## config.mk

```make
export PLATFORM = sky130hd
export DESIGN_NAME = bfsr_regs
export DESIGN_NICKNAME = d
export VERILOG_FILES = /design/src/rtl/bfsr_pkg.sv /design/src/rtl/bfsr_press_out.sv /design/src/rtl/bfsr_regs.sv
export SDC_FILE = /design/constraint.sdc
export NUM_CORES = 1
export LEC_CHECK = 0
export BUFFER_PORTS_ARGS = -buffer_cell sky130_fd_sc_hd__buf_4
export CELL_PAD_IN_SITES_DETAIL_PLACEMENT = 0
export CELL_PAD_IN_SITES_GLOBAL_PLACEMENT = 1
export CORE_ASPECT_RATIO = 1.4
export CORE_MARGIN = 2
export CORE_UTILIZATION = 38
export DETAILED_ROUTE_END_ITERATION = 10
export PLACE_DENSITY = 0.75
export SYNTH_ARGS = -nofsm -noshare
export SYNTH_HDL_FRONTEND = slang
export SYNTH_SLANG_ARGS = --single-unit
```

## constraint.sdc

```tcl
create_clock -name i_ref_clk -period 3.1 [get_ports i_ref_clk]
set_clock_uncertainty 0.1 [all_clocks]
set_input_delay 0.155 -clock i_ref_clk [delete_from_list [all_inputs] [get_ports i_ref_clk]]
set_output_delay 0.155 -clock i_ref_clk [all_outputs]
set_load 0.005 [all_outputs]
```

## src/rtl/bfsr_pkg.sv

```systemverilog
package bfsr_pkg;

  localparam int BFSR_AW = 8;
  localparam int BFSR_DW = 8;
  localparam int BFSR_PW = 24;
  localparam int BFSR_OW = 16;
  localparam int BFSR_RW_NUM = 7;

  localparam logic [7:0] BFSR_OFS_FIFO_CONTROL = 8'h14;
  localparam logic [7:0] BFSR_OFS_REF_LOW = 8'h15;
  localparam logic [7:0] BFSR_OFS_REF_MID = 8'h16;
  localparam logic [7:0] BFSR_OFS_REF_HIGH = 8'h17;
  localparam logic [7:0] BFSR_OFS_OFFSET_LOW = 8'h18;
  localparam logic [7:0] BFSR_OFS_OFFSET_HIGH = 8'h19;
  localparam logic [7:0] BFSR_OFS_POWER_MODE = 8'h1a;
  localparam logic [7:0] BFSR_OFS_EVENT_SOURCE = 8'h25;
  localparam logic [7:0] BFSR_OFS_QUEUE_STATUS = 8'h26;
  localparam logic [7:0] BFSR_OFS_SAMPLE_STATUS = 8'h27;
  localparam logic [7:0] BFSR_OFS_RESULT_LOW = 8'h28;
  localparam logic [7:0] BFSR_OFS_RESULT_MID = 8'h29;
  localparam logic [7:0] BFSR_OFS_RESULT_HIGH = 8'h2a;

  localparam logic [7:0] BFSR_RST_BYTE = 8'h00;
  localparam logic [7:0] BFSR_POWER_MODE_MASK = 8'h03;

  localparam int BFSR_MODE_LSB = 5;
  localparam int BFSR_THR_LSB = 0;
  localparam int BFSR_LC_BIT = 0;
  localparam int BFSR_SRC_BOOT_BIT = 7;
  localparam int BFSR_SRC_ANY_BIT = 2;
  localparam int BFSR_SRC_BELOW_BIT = 1;
  localparam int BFSR_SRC_ABOVE_BIT = 0;
  localparam int BFSR_QST_THR_BIT = 7;
  localparam int BFSR_QST_OVW_BIT = 6;
  localparam int BFSR_SMP_T_LOST_BIT = 5;
  localparam int BFSR_SMP_P_LOST_BIT = 4;
  localparam int BFSR_SMP_T_RDY_BIT = 1;
  localparam int BFSR_SMP_P_RDY_BIT = 0;

  localparam logic [2:0] BFSR_MODE_BYPASS = 3'h0;
  localparam logic [2:0] BFSR_MODE_FIFO = 3'h1;
  localparam logic [2:0] BFSR_MODE_STREAM = 3'h2;
  localparam logic [2:0] BFSR_MODE_STREAM_FIFO = 3'h3;
  localparam logic [2:0] BFSR_MODE_BYPASS_STREAM = 3'h4;
  localparam logic [2:0] BFSR_MODE_RESERVED = 3'h5;
  localparam logic [2:0] BFSR_MODE_DYN_STREAM = 3'h6;
  localparam logic [2:0] BFSR_MODE_BYPASS_FIFO = 3'h7;
  localparam logic [2:0] BFSR_RST_MODE = BFSR_MODE_BYPASS;

  typedef struct packed {
    logic press_new;
    logic temp_new;
    logic [BFSR_PW-1:0] pressure;
  } bfsr_sample_s;

  typedef struct packed {
    logic boot_running;
    logic event_any;
    logic pressure_below_event;
    logic pressure_above_event;
  } bfsr_sense_s;

  typedef struct packed {
    logic differential_enable;
    logic automatic_zeroing;
    logic automatic_reference;
    logic block_data_update;
  } bfsr_mode_s;

endpackage

```

## src/rtl/bfsr_press_out.sv

```systemverilog
// pressure result stage: offset correction and block update hold
`timescale 1ns/100ps
module bfsr_press_out
  import bfsr_pkg::*;
#(
  parameter int PW = BFSR_PW,
  parameter int OW = BFSR_OW
) (
  input wire logic i_ref_clk,
  input wire logic i_rst,
  input wire logic i_load,
  input wire logic [PW-1:0] i_raw,
  input wire logic [OW-1:0] i_offset,
  input wire logic i_apply_offset,
  input wire logic i_block_data_update,
  input wire logic i_high_read,
  output logic [PW-1:0] o_value
);

  logic [PW-1:0] value_q;
  logic [PW-1:0] pend_q;
  logic pend_valid_q;
  logic frozen_q;
  logic [PW-1:0] offset_ext;
  logic [PW-1:0] corrected;
  logic take_new;
  logic take_pend;

  assign offset_ext = {{(PW-OW){i_offset[OW-1]}}, i_offset};
  // measured minus calibration offset, two's complement wrap
  assign corrected = i_apply_offset ? i_raw - offset_ext : i_raw;
  assign take_new = i_load && !(frozen_q && !i_high_read);
  assign take_pend = !i_load && pend_valid_q && frozen_q && i_high_read;

  always_ff @(posedge i_ref_clk or posedge i_rst) begin
    if (i_rst) begin
      value_q <= '0;
      pend_q <= '0;
      pend_valid_q <= 1'b0;
      frozen_q <= 1'b0;
    end else begin
      if (take_new) begin
        value_q <= corrected;
      end else if (take_pend) begin
        value_q <= pend_q;
      end
      if (i_load && !take_new) begin
        pend_q <= corrected;
        pend_valid_q <= 1'b1;
      end else if (take_pend || take_new) begin
        pend_valid_q <= 1'b0;
      end
      if ((take_new || take_pend) && i_block_data_update) begin
        frozen_q <= 1'b1;
      end else if (i_high_read || !i_block_data_update) begin
        frozen_q <= 1'b0;
      end
    end
  end

  assign o_value = value_q;

endmodule

```

## src/rtl/bfsr_regs.sv

```systemverilog
// register bank: queue control, reference, offset, status, result
`timescale 1ns/100ps
module bfsr_regs
  import bfsr_pkg::*;
#(
  parameter int FILL_W = 6
) (
  input wire logic i_ref_clk,
  input wire logic i_rst,
  input wire logic [BFSR_AW-1:0] i_reg_addr,
  input wire logic i_reg_wr,
  input wire logic i_reg_rd,
  input wire logic [BFSR_DW-1:0] i_reg_wdata,
  output logic [BFSR_DW-1:0] o_reg_rdata,
  input wire logic i_rate_tick,
  input wire bfsr_sample_s i_sample,
  input wire logic i_temp_taken,
  input wire bfsr_sense_s i_sense,
  input wire bfsr_mode_s i_mode,
  input wire logic [FILL_W-1:0] i_queue_fill_count,
  input wire logic i_queue_overwritten,
  output logic [2:0] o_queue_mode,
  output logic [4:0] o_queue_threshold_level,
  output logic [BFSR_PW-1:0] o_reference_pressure_bits,
  output logic o_reference_active,
  output logic [BFSR_OW-1:0] o_calibration_offset_bits,
  output logic o_low_current_select,
  output logic [BFSR_PW-1:0] o_pressure_result_bits
);

  // writable bytes 14h..1Ah held as one array, index = offset - 14h
  logic [BFSR_DW-1:0] rw_q [BFSR_RW_NUM];
  logic [BFSR_DW-1:0] rw_wdata [BFSR_RW_NUM];
  logic [BFSR_RW_NUM-1:0] rw_hit;

  logic [BFSR_DW-1:0] rdata_q;
  logic ref_active_q;
  logic press_rdy_q;
  logic temp_rdy_q;
  logic press_ovr_q;
  logic temp_ovr_q;
  logic [BFSR_DW-1:0] status_q;

  logic [2:0] mode_wr;
  logic mode_wr_ok;
  logic [2:0] cur_mode;
  logic [4:0] cur_threshold;
  logic [BFSR_PW-1:0] ref_bits;
  logic [BFSR_OW-1:0] offset_bits;
  logic [BFSR_PW-1:0] result_bits;
  logic apply_offset;
  logic high_read;
  logic press_clear;
  logic temp_clear;
  logic thr_flag;
  logic ovw_flag;
  logic [BFSR_DW-1:0] src_byte;
  logic [BFSR_DW-1:0] qst_byte;
  logic [BFSR_DW-1:0] live_status;
  logic [BFSR_DW-1:0] rd_mux;
  logic [5:0] fill6;

  // queue mode and threshold fields
  assign cur_mode = rw_q[0][BFSR_MODE_LSB +: 3];
  assign cur_threshold = rw_q[0][BFSR_THR_LSB +: 5];
  assign mode_wr = i_reg_wdata[BFSR_MODE_LSB +: 3];
  // the reserved code never reaches the queue; old mode is kept
  assign mode_wr_ok = (mode_wr != BFSR_MODE_RESERVED);

  assign ref_bits = {rw_q[3], rw_q[2], rw_q[1]};
  assign offset_bits = {rw_q[5], rw_q[4]};

  // write data shaping per writable byte
  genvar k;
  generate
    for (k = 0; k < BFSR_RW_NUM; k++) begin : g_rw
      assign rw_hit[k] = i_reg_wr &&
        (i_reg_addr == BFSR_OFS_FIFO_CONTROL + 8'(k));
      if (k == 0) begin : g_ctl
        assign rw_wdata[k] = {mode_wr_ok ? mode_wr : cur_mode,
                              i_reg_wdata[BFSR_THR_LSB +: 5]};
      end else if (k == BFSR_RW_NUM - 1) begin : g_pwr
        // only the select bit and the reserved bit are stored
        assign rw_wdata[k] = i_reg_wdata & BFSR_POWER_MODE_MASK;
      end else begin : g_plain
        assign rw_wdata[k] = i_reg_wdata;
      end
      always_ff @(posedge i_ref_clk or posedge i_rst) begin
        if (i_rst) begin
          rw_q[k] <= BFSR_RST_BYTE;
        end else if (rw_hit[k]) begin
          rw_q[k] <= rw_wdata[k];
        end
      end
    end
  endgenerate

  // reads of the result high byte release the block update hold
  assign high_read = i_reg_rd && (i_reg_addr == BFSR_OFS_RESULT_HIGH);
  assign press_clear = high_read;
  assign temp_clear = i_temp_taken;

  // offset correction only with every relative function off
  assign apply_offset = !i_mode.differential_enable &&
                        !i_mode.automatic_zeroing &&
                        !i_mode.automatic_reference;

  bfsr_press_out #(
    .PW(BFSR_PW),
    .OW(BFSR_OW)
  ) u_press_out (
    .i_ref_clk(i_ref_clk),
    .i_rst(i_rst),
    .i_load(i_sample.press_new),
    .i_raw(i_sample.pressure),
    .i_offset(offset_bits),
    .i_apply_offset(apply_offset),
    .i_block_data_update(i_mode.block_data_update),
    .i_high_read(high_read),
    .o_value(result_bits)
  );

  // ready and overrun flags; a new sample wins over a clear
  always_ff @(posedge i_ref_clk or posedge i_rst) begin
    if (i_rst) begin
      press_rdy_q <= 1'b0;
      press_ovr_q <= 1'b0;
    end else begin
      if (i_sample.press_new) begin
        press_rdy_q <= 1'b1;
        press_ovr_q <= press_rdy_q || press_ovr_q;
      end else if (press_clear) begin
        press_rdy_q <= 1'b0;
        press_ovr_q <= 1'b0;
      end
    end
  end

  always_ff @(posedge i_ref_clk or posedge i_rst) begin
    if (i_rst) begin
      temp_rdy_q <= 1'b0;
      temp_ovr_q <= 1'b0;
    end else begin
      if (i_sample.temp_new) begin
        temp_rdy_q <= 1'b1;
        temp_ovr_q <= temp_rdy_q || temp_ovr_q;
      end else if (temp_clear) begin
        temp_rdy_q <= 1'b0;
        temp_ovr_q <= 1'b0;
      end
    end
  end

  assign live_status = {2'b00,
                        temp_ovr_q,
                        press_ovr_q,
                        2'b00,
                        temp_rdy_q,
                        press_rdy_q};

  // visible data status follows the live flags once per rate period
  always_ff @(posedge i_ref_clk or posedge i_rst) begin
    if (i_rst) begin
      status_q <= BFSR_RST_BYTE;
    end else if (i_rate_tick) begin
      status_q <= live_status;
    end
  end

  // queue status from the fill level and overwrite indication
  assign fill6 = 6'(i_queue_fill_count);
  assign thr_flag = (fill6 >= {1'b0, cur_threshold});
  assign ovw_flag = i_queue_overwritten && (fill6 == 6'h20);
  assign qst_byte = {thr_flag, ovw_flag, fill6};

  assign src_byte = {i_sense.boot_running,
                     4'h0,
                     i_sense.event_any,
                     i_sense.pressure_below_event,
                     i_sense.pressure_above_event};

  // read multiplexer; unmapped offsets read zero
  assign rd_mux =
    (i_reg_addr == BFSR_OFS_FIFO_CONTROL) ? rw_q[0] :
    (i_reg_addr == BFSR_OFS_REF_LOW) ? rw_q[1] :
    (i_reg_addr == BFSR_OFS_REF_MID) ? rw_q[2] :
    (i_reg_addr == BFSR_OFS_REF_HIGH) ? rw_q[3] :
    (i_reg_addr == BFSR_OFS_OFFSET_LOW) ? rw_q[4] :
    (i_reg_addr == BFSR_OFS_OFFSET_HIGH) ? rw_q[5] :
    (i_reg_addr == BFSR_OFS_POWER_MODE) ? rw_q[6] :
    (i_reg_addr == BFSR_OFS_EVENT_SOURCE) ? src_byte :
    (i_reg_addr == BFSR_OFS_QUEUE_STATUS) ? qst_byte :
    (i_reg_addr == BFSR_OFS_SAMPLE_STATUS) ? status_q :
    (i_reg_addr == BFSR_OFS_RESULT_LOW) ? result_bits[7:0] :
    (i_reg_addr == BFSR_OFS_RESULT_MID) ? result_bits[15:8] :
    (i_reg_addr == BFSR_OFS_RESULT_HIGH) ? result_bits[23:16] :
    BFSR_RST_BYTE;

  // read data holds until the next read strobe
  always_ff @(posedge i_ref_clk or posedge i_rst) begin
    if (i_rst) begin
      rdata_q <= BFSR_RST_BYTE;
    end else if (i_reg_rd) begin
      rdata_q <= rd_mux;
    end
  end

  // writes to status and result offsets match no writable byte
  // and so change nothing
  always_ff @(posedge i_ref_clk or posedge i_rst) begin
    if (i_rst) begin
      ref_active_q <= 1'b0;
    end else begin
      ref_active_q <= i_mode.automatic_zeroing ||
                      i_mode.automatic_reference;
    end
  end

  // holds by construction: rw_hit decodes writable bytes only

  assign o_reg_rdata = rdata_q;
  assign o_queue_mode = cur_mode;
  assign o_queue_threshold_level = cur_threshold;
  assign o_reference_pressure_bits = ref_bits;
  assign o_reference_active = ref_active_q;
  assign o_calibration_offset_bits = offset_bits;
  assign o_low_current_select = rw_q[6][BFSR_LC_BIT];
  assign o_pressure_result_bits = result_bits;

endmodule

```

==> impl_metrics.toml, run 1 <==
[outcome]
outcome = "completed"

[clocking]
clk_pin_slew_ns = 0.05
h-tree-depth = 4
post_cts_resized = 0
cts_inserted_buffers = 17
clkLatencyLatePin_ns = 0.42
numClockSinks = 117
clockBufferDepth = 2
cts_root_buf = "clkbuf_16"
cts_tree = "yes"

[yosys]
yosys_warnings = 0
yosys.area.top_type = "dfrtp_1"
synth.distinct_cells = 75
synth_flop_cell = "dfrtp_1"
netlist_top_cells_count = "dfrtp_1 (117), nand2_1 (79), o21ai_0 (60)"
synth_area_leaders = "dfrtp_1 (40%), mux2_2 (6.9%), buf_4 (4.9%)"
synth_top_area_share_pct = 40.0
synth-edff-count = 0
ys_seq_area_share_pct = 40.0
async_flop_share_pct = 100
ys_ff_latch = 117
synth_nets = 876
yosysMostFrequentCell = "dfrtp_1"
syn_area_um2 = 7330
synth.avg_cell_area_um2 = 9.34
synth_cells = 784

[power]
power.density_nw_per_um2 = 521
power_frac_seq_pct = 38.6
ir_worst_vdd_uv = 325
pwr-share-comb_pct = 19.1
internal_power_uw = 3430
p_clk_share_pct = 42.3
p_sw_uw = 1380
p_leak_uw = 0.00417
netSwitchingFraction_pct = 28.7

[drt]
drc = 0
drtPass1Iterations = 5
dr_total_vias = 6326
wl_mm = 23.6
drt_iter0_markers = 431
wl_per_cell_um = 20.2
viasPerCell = 5.42
postRouteAntennaNets = 0

[finish]
area_growth_pct = 25.8
nNetsFinal = 999
antenna_cells = 0
nFillCells = 1864
drive_gt1_share_pct = 28.6

[worst_setup_path]
r2r_slack_ns = 0.22
arrival_ns = 3.11
required_ns = 3.33
critPathCaptureType = "flip-flop"
cp-start-kind = "flip-flop"
crit_type = "flip-flop to flip-flop"
cp_max_fo = 5

[grt]
grt_pass1_vias = 6218
grt_pass1_wl_mm = 36.0
antenna_found_initial = 0
grtUsageTotal_pct = 23.4
overflow = 0
grt_max_degree = 118

[timing]
fin_ws_ns = 0.217
fin_crit_sh_pct = 93.0
timing.fmax_ghz = 0.347
setup_viol = 0
tightest_slew_ns = 0.944
hold_viol = 0
fin_crit_ns = 2.88
rsz0062_at_grt = "false"
slew_headroom_pct = 37.1
setup_tns_ns = 0
slew_viol_final = 0

[die]
rows = 60
start_util_pct = 38.4
core_um2 = 19100
io_pins = 145
die-area_um2 = 20400
chipHeight_um = 168
dieWidth_um = 121

[placed_design]
post-dp-hpwl_mm = 18.2
portBuffers = 144
place_congestion = 0.898
place_ws_ns = 0.221

[hold_path]
hold_class = "input port to flip-flop"

[run]
maxCapViolations = 0
==> power groups by stage <==
stage	Sequential [uW]	Clock [uW]	Combinational (uW)
2_1_floorplan	1820	0	535
3_3_place_gp	1880	0	891
3_5_place_dp	1880	0	900
4_1_cts	1850	2060	926
5_1_grt	1870	2130	1010
6_report	1850	2030	916
==> final timing paths <==
check / from / endpoint / cells after the start
worst min register to register: u_press_out.pend_q[3] / u_press_out.pend_q[3] / 2
worst min-delay path: i_sample[2] / u_press_out.pend_q[2] / 3
max in group asynchronous: i_rst / o_calibration_offset_bits[3] / 4
worst max register to register: o_calibration_offset_bits[0] / u_press_out.pend_q[18] / 11
min in group asynchronous: i_rst / o_reference_pressure_bits[17] / 4
worst max-delay path: o_calibration_offset_bits[0] / u_press_out.pend_q[18] / 11
==> through the flow <==
stage | hold WS (ns) | area (um^2) | std cells | power [uW] | util (%)
6_report | 0.0109 | 9220 | 1168 | 4800 | 48.3
5_1_grt | 0.0234 | 9220 | 1168 | 5020 | 48.3
4_1_cts | 0.00678 | 9220 | 1168 | 4840 | 48.3
3_5_place_dp | 0.263 | 8410 | 1115 | 2780 | 44.1
3_3_place_gp | 0.249 | 8410 | 1115 | 2770 | 44.1
2_1_floorplan | 0.147 | 7330 | 784 | 2360 | -
==> kinds of logic (layout without fill, tap and decap cells) <==
| kind of cell | count (synthesis) | in the layout | share of synthesized area (%) |
|---|---|---|---|
| flops | 117 | 117 | 40.0 |
| xor+xnor | 15 | 15 | 1.79 |
| buf+inv | 120 | 256 | 8.71 |
| fa+ha+maj | 29 | 29 | 5.06 |
| simple gates | 210 | 210 | 14.4 |
| compound gates | 229 | 229 | 20.5 |
| mux | 64 | 64 | 9.58 |
==> cell usage in the layout (no fill, tap or decap), types with 17 or more instances in the layout <==
cell / n
nor2_1: 45
o21ai_0: 60
clkbuf_16: 17
buf_4: 162
dlygate4sd3_1: 21
ha_1: 28
a21oi_1: 52
nand2_1: 79
mux2_2: 45
inv_1: 38
dfrtp_1: 117
==> worst max-delay path: stages, from the launching register on <==
cell and delay [ns]:
dfrtp_1 0.40, ha_1 0.22, fa_1 0.43, nor2b_4 0.13, o21a_1 0.14, o21ai_2 0.11, a211oi_4 0.33, nor4_4 0.09
o21a_1 0.18, or3_1 0.30, a31o_1 0.24, o21ai_1 0.11
==> registers in the layout, summed over array words and instances, names as in the netlist <==
register / count
o_reference_pressure_bits: 24
u_press_out.o_value: 24
u_press_out.pend_q: 24
o_calibration_offset_bits: 16
o_reg_rdata: 8
o_queue_threshold_level: 5
status_q: 4
o_queue_mode: 3
o_low_current_select: 1
o_reference_active: 1
press_ovr_q: 1
press_rdy_q: 1
rw_q: 1
temp_ovr_q: 1
temp_rdy_q: 1
u_press_out.frozen_q: 1
u_press_out.pend_valid_q: 1
==> final cells by class <==
class	count	area, um^2	share of cell area [%]
Timing Repair Buffer	185	1470	15.9
Multi-Input combinational cell	547	3760	40.8
Inverter	39	150	1.63
Clock buffer	20	447	4.85
Tap cell	248	310	3.37
Clock inverter	12	154	1.67
Sequential cell	117	2930	31.8
==> repair_timing <==
action	4_1_cts	5_1_grt
hold buffers	21	0
setup buffers	0	0
hold endpoints to repair	181	0
==> routing by layer <==
layer	global-route usage (%)	part of all wire, %
met5	0	0
met4	9.50	3.2
met3	3.73	4.5
met2	42.5	53
met1	27.0	39
(Power assumes the default switching activity.)
==> run 2: changes to the inputs <==
--- a/config.mk
+++ b/config.mk
@@ -10,9 +10,9 @@
 export CELL_PAD_IN_SITES_GLOBAL_PLACEMENT = 1
 export CORE_ASPECT_RATIO = 1.4
 export CORE_MARGIN = 2
-export CORE_UTILIZATION = 38
+export CORE_UTILIZATION = 43
 export DETAILED_ROUTE_END_ITERATION = 10
-export PLACE_DENSITY = 0.75
+export PLACE_DENSITY = 0.81
 export SYNTH_ARGS = -nofsm -noshare
 export SYNTH_HDL_FRONTEND = slang
 export SYNTH_SLANG_ARGS = --single-unit
==> constraint.sdc (replaced) <==
create_clock -name i_ref_clk -period 2.7 [get_ports i_ref_clk]
set_clock_uncertainty 0.1 [all_clocks]
set_input_delay 0.135 -clock i_ref_clk [delete_from_list [all_inputs] [get_ports i_ref_clk]]
set_output_delay 0.135 -clock i_ref_clk [all_outputs]
set_load 0.005 [all_outputs]
==> impl_metrics.toml, run 2 (synthesis gave the netlist of run 1 again) <==
[worst_setup_path]
required_ns = 2.91
critPathCaptureType = "flip-flop"
critical_path.top_delay_family = "compound AO/OA/AOI/OAI gates"
worstReg2RegStart = "o_calibration_offset_bits[5]"
cp_slowest_stage_delay_ns = 0.38
arrival_ns = 2.90
crit_slowest_cell = "dfrtp_1"
crit_type = "flip-flop to flip-flop"
cp_max_fo = 4
cp_common_cell = "o21ai_2"
timing.critical_path.buf_inv = 2
cp-start-kind = "flip-flop"
critical_path.cell_chain = "inv_2 > ha_4 > o21a_2 > o21ai_2 > and2b_4 > a211oi_4 > nor4_4 > o21ai_2 > buf_4 > and3_1 > mux2_4 > a31o_1"
critPathLaunch = "o_calibration_offset_bits[5]"

[power]
p_clk_share_pct = 42.5
pwr-share-comb_pct = 20.2
p_leak_uw = 0.00441
internal_power_uw = 4030
p_sw_uw = 1640
netSwitchingFraction_pct = 29.0
power.density_nw_per_um2 = 588
power_frac_seq_pct = 37.3
ir_worst_vdd_uv = 316

[timing]
timing.fmax_ghz = 0.372
timing.hold.ws_ns = -0.0203
hold_viol = 1
fin_crit_ns = 2.69
tightest_slew_ns = 0.728
rsz0062_at_grt = "true"
fin_crit_sh_pct = 99.6
slew_viol_final = 0
setup_viol = 0
setup_tns_ns = 0
slew_headroom_pct = 51.5

[run]
maxCapViolations = 0

[drt]
wl_per_cell_um = 20.1
viasPerCell = 5.61
drc = 0
drt_iter0_markers = 502
drtPass1Iterations = 4
wl_mm = 23.4
dr_total_vias = 6538
postRouteAntennaNets = 0

[die]
io_pins = 145
chipHeight_um = 158
dieWidth_um = 114
rows = 56
die-area_um2 = 18100
core_um2 = 16700
start_util_pct = 43.7

[clocking]
h-tree-depth = 4
cts_root_buf = "clkbuf_16"
clk_pin_slew_ns = 0.06
numClockSinks = 117
cts_tree = "yes"
clkLatencyLatePin_ns = 0.42
cts_inserted_buffers = 17
clockBufferDepth = 2

[finish]
final_area_um2 = 9650
nFillCells = 1506
seqCellArea_um2 = 2930
drive_gt1_share_pct = 33.7
antenna_cells = 0
area_growth_pct = 31.7
layout_commonest_cell = "buf_4"
final_cell_mix = "buf_4 (199), dfrtp_1 (117), nand2_1 (79), o21ai_0 (55), a21oi_1 (49)"
nNetsFinal = 1041
multiInputGateArea_um2 = 3900

[outcome]
failed_checks = "negative hold slack"
outcome = "complete, but fails checks"

[grt]
grt_max_degree = 118
grtUsageTotal_pct = 26.2
antenna_found_initial = 0
grt_pass1_wl_mm = 35.5
overflow = 0
grt_pass1_vias = 6582

[hold_path]
holdCritStartpoint = "i_sample[22]"
hold_class = "input port to flip-flop"

[placed_design]
placed_area_um2 = 8610
post-dp-hpwl_mm = 17.8
place_congestion = 0.917
portBuffers = 144
==> run 2: cell types whose count changed in the layout (fill, tap and decap cells not counted), moves of 4 or more <==
cell / change
buf_4: +37
dlygate4sd3_1: +4
ha_1: -6
ha_4: +4
inv_6: +4
o21ai_0: -5
o21ai_1: +4
==> run 2: layout make-up <==
type                    count  area share (%)
multi-input cells         547            40.4
flip-flops and latches    117            30.3
repair buffers            227            18.6
clock buffers              19            4.69
well taps                 203            2.63
clock inverters            13            1.76
inverters                  39            1.56
==> run 2: repair_timing <==
| item | 4_1_cts | 5_1_grt |
|---|---|---|
| pin swaps | 4 | 7 |
| cloned | 0 | 0 |
| resized for setup | 6 | 26 |
| endpoints found under the setup margin | 5 | 26 |
| hold buffers | 24 | 1 |
| hold endpoints to repair | 189 | 1 |
| setup buffers | 0 | 4 |
==> run 2: worst paths after layout <==
kind,end,slack (ns),cells past startpoint
setup reg to reg,u_press_out.o_value[22],0.009,12
min in group asynchronous,o_reference_pressure_bits[12],0.34,4
max in group asynchronous,o_reference_pressure_bits[16],1.64,4
setup / recovery,u_press_out.o_value[22],0.009,12
hold reg to reg,u_press_out.pend_q[17],0.38,2
hold / removal,u_press_out.pend_q[22],-0.02,3
==> run 2: power by group through the flow <==
stage | clock network [uW] | registers [uW] | logic (uW)
2_1_floorplan | 0 | 2090 | 614
3_5_place_dp | 0 | 2150 | 1080
4_1_cts | 2440 | 2120 | 1110
5_1_grt | 2500 | 2140 | 1260
6_report | 2410 | 2120 | 1150
3_3_place_gp | 0 | 2150 | 1060
==> run 2: per-stage QoR <==
stage	total power [uW]	setup slack, ns	util, %	cells	hold slack [ns]
global placement	3210	0.0250	51.4	1105	0.228
detailed placement	3230	-0.0559	51.4	1105	0.235
finish	5680	0.00948	57.6	1165	-0.0203
CTS	5670	-0.0166	56.7	1161	0.00702
floorplan	2700	0.0286	-	784	0.127
global route	5910	-0.124	57.6	1165	0.00514
==> run 2: tightest hold or removal path: cells and delay by family <==
family,cells,cell delay (ns)
compound gates,1,0.16
simple gates,1,0.05
buf+inv,1,0.10
==> run 2: routing by layer <==
metal,track usage [%],up-vias,routed length (um)
met5,0,-,0
met4,13.1,0,923
met3,4.00,51,961
met2,47.0,208,12200
met1,30.3,3178,9310
li1,-,3101,-
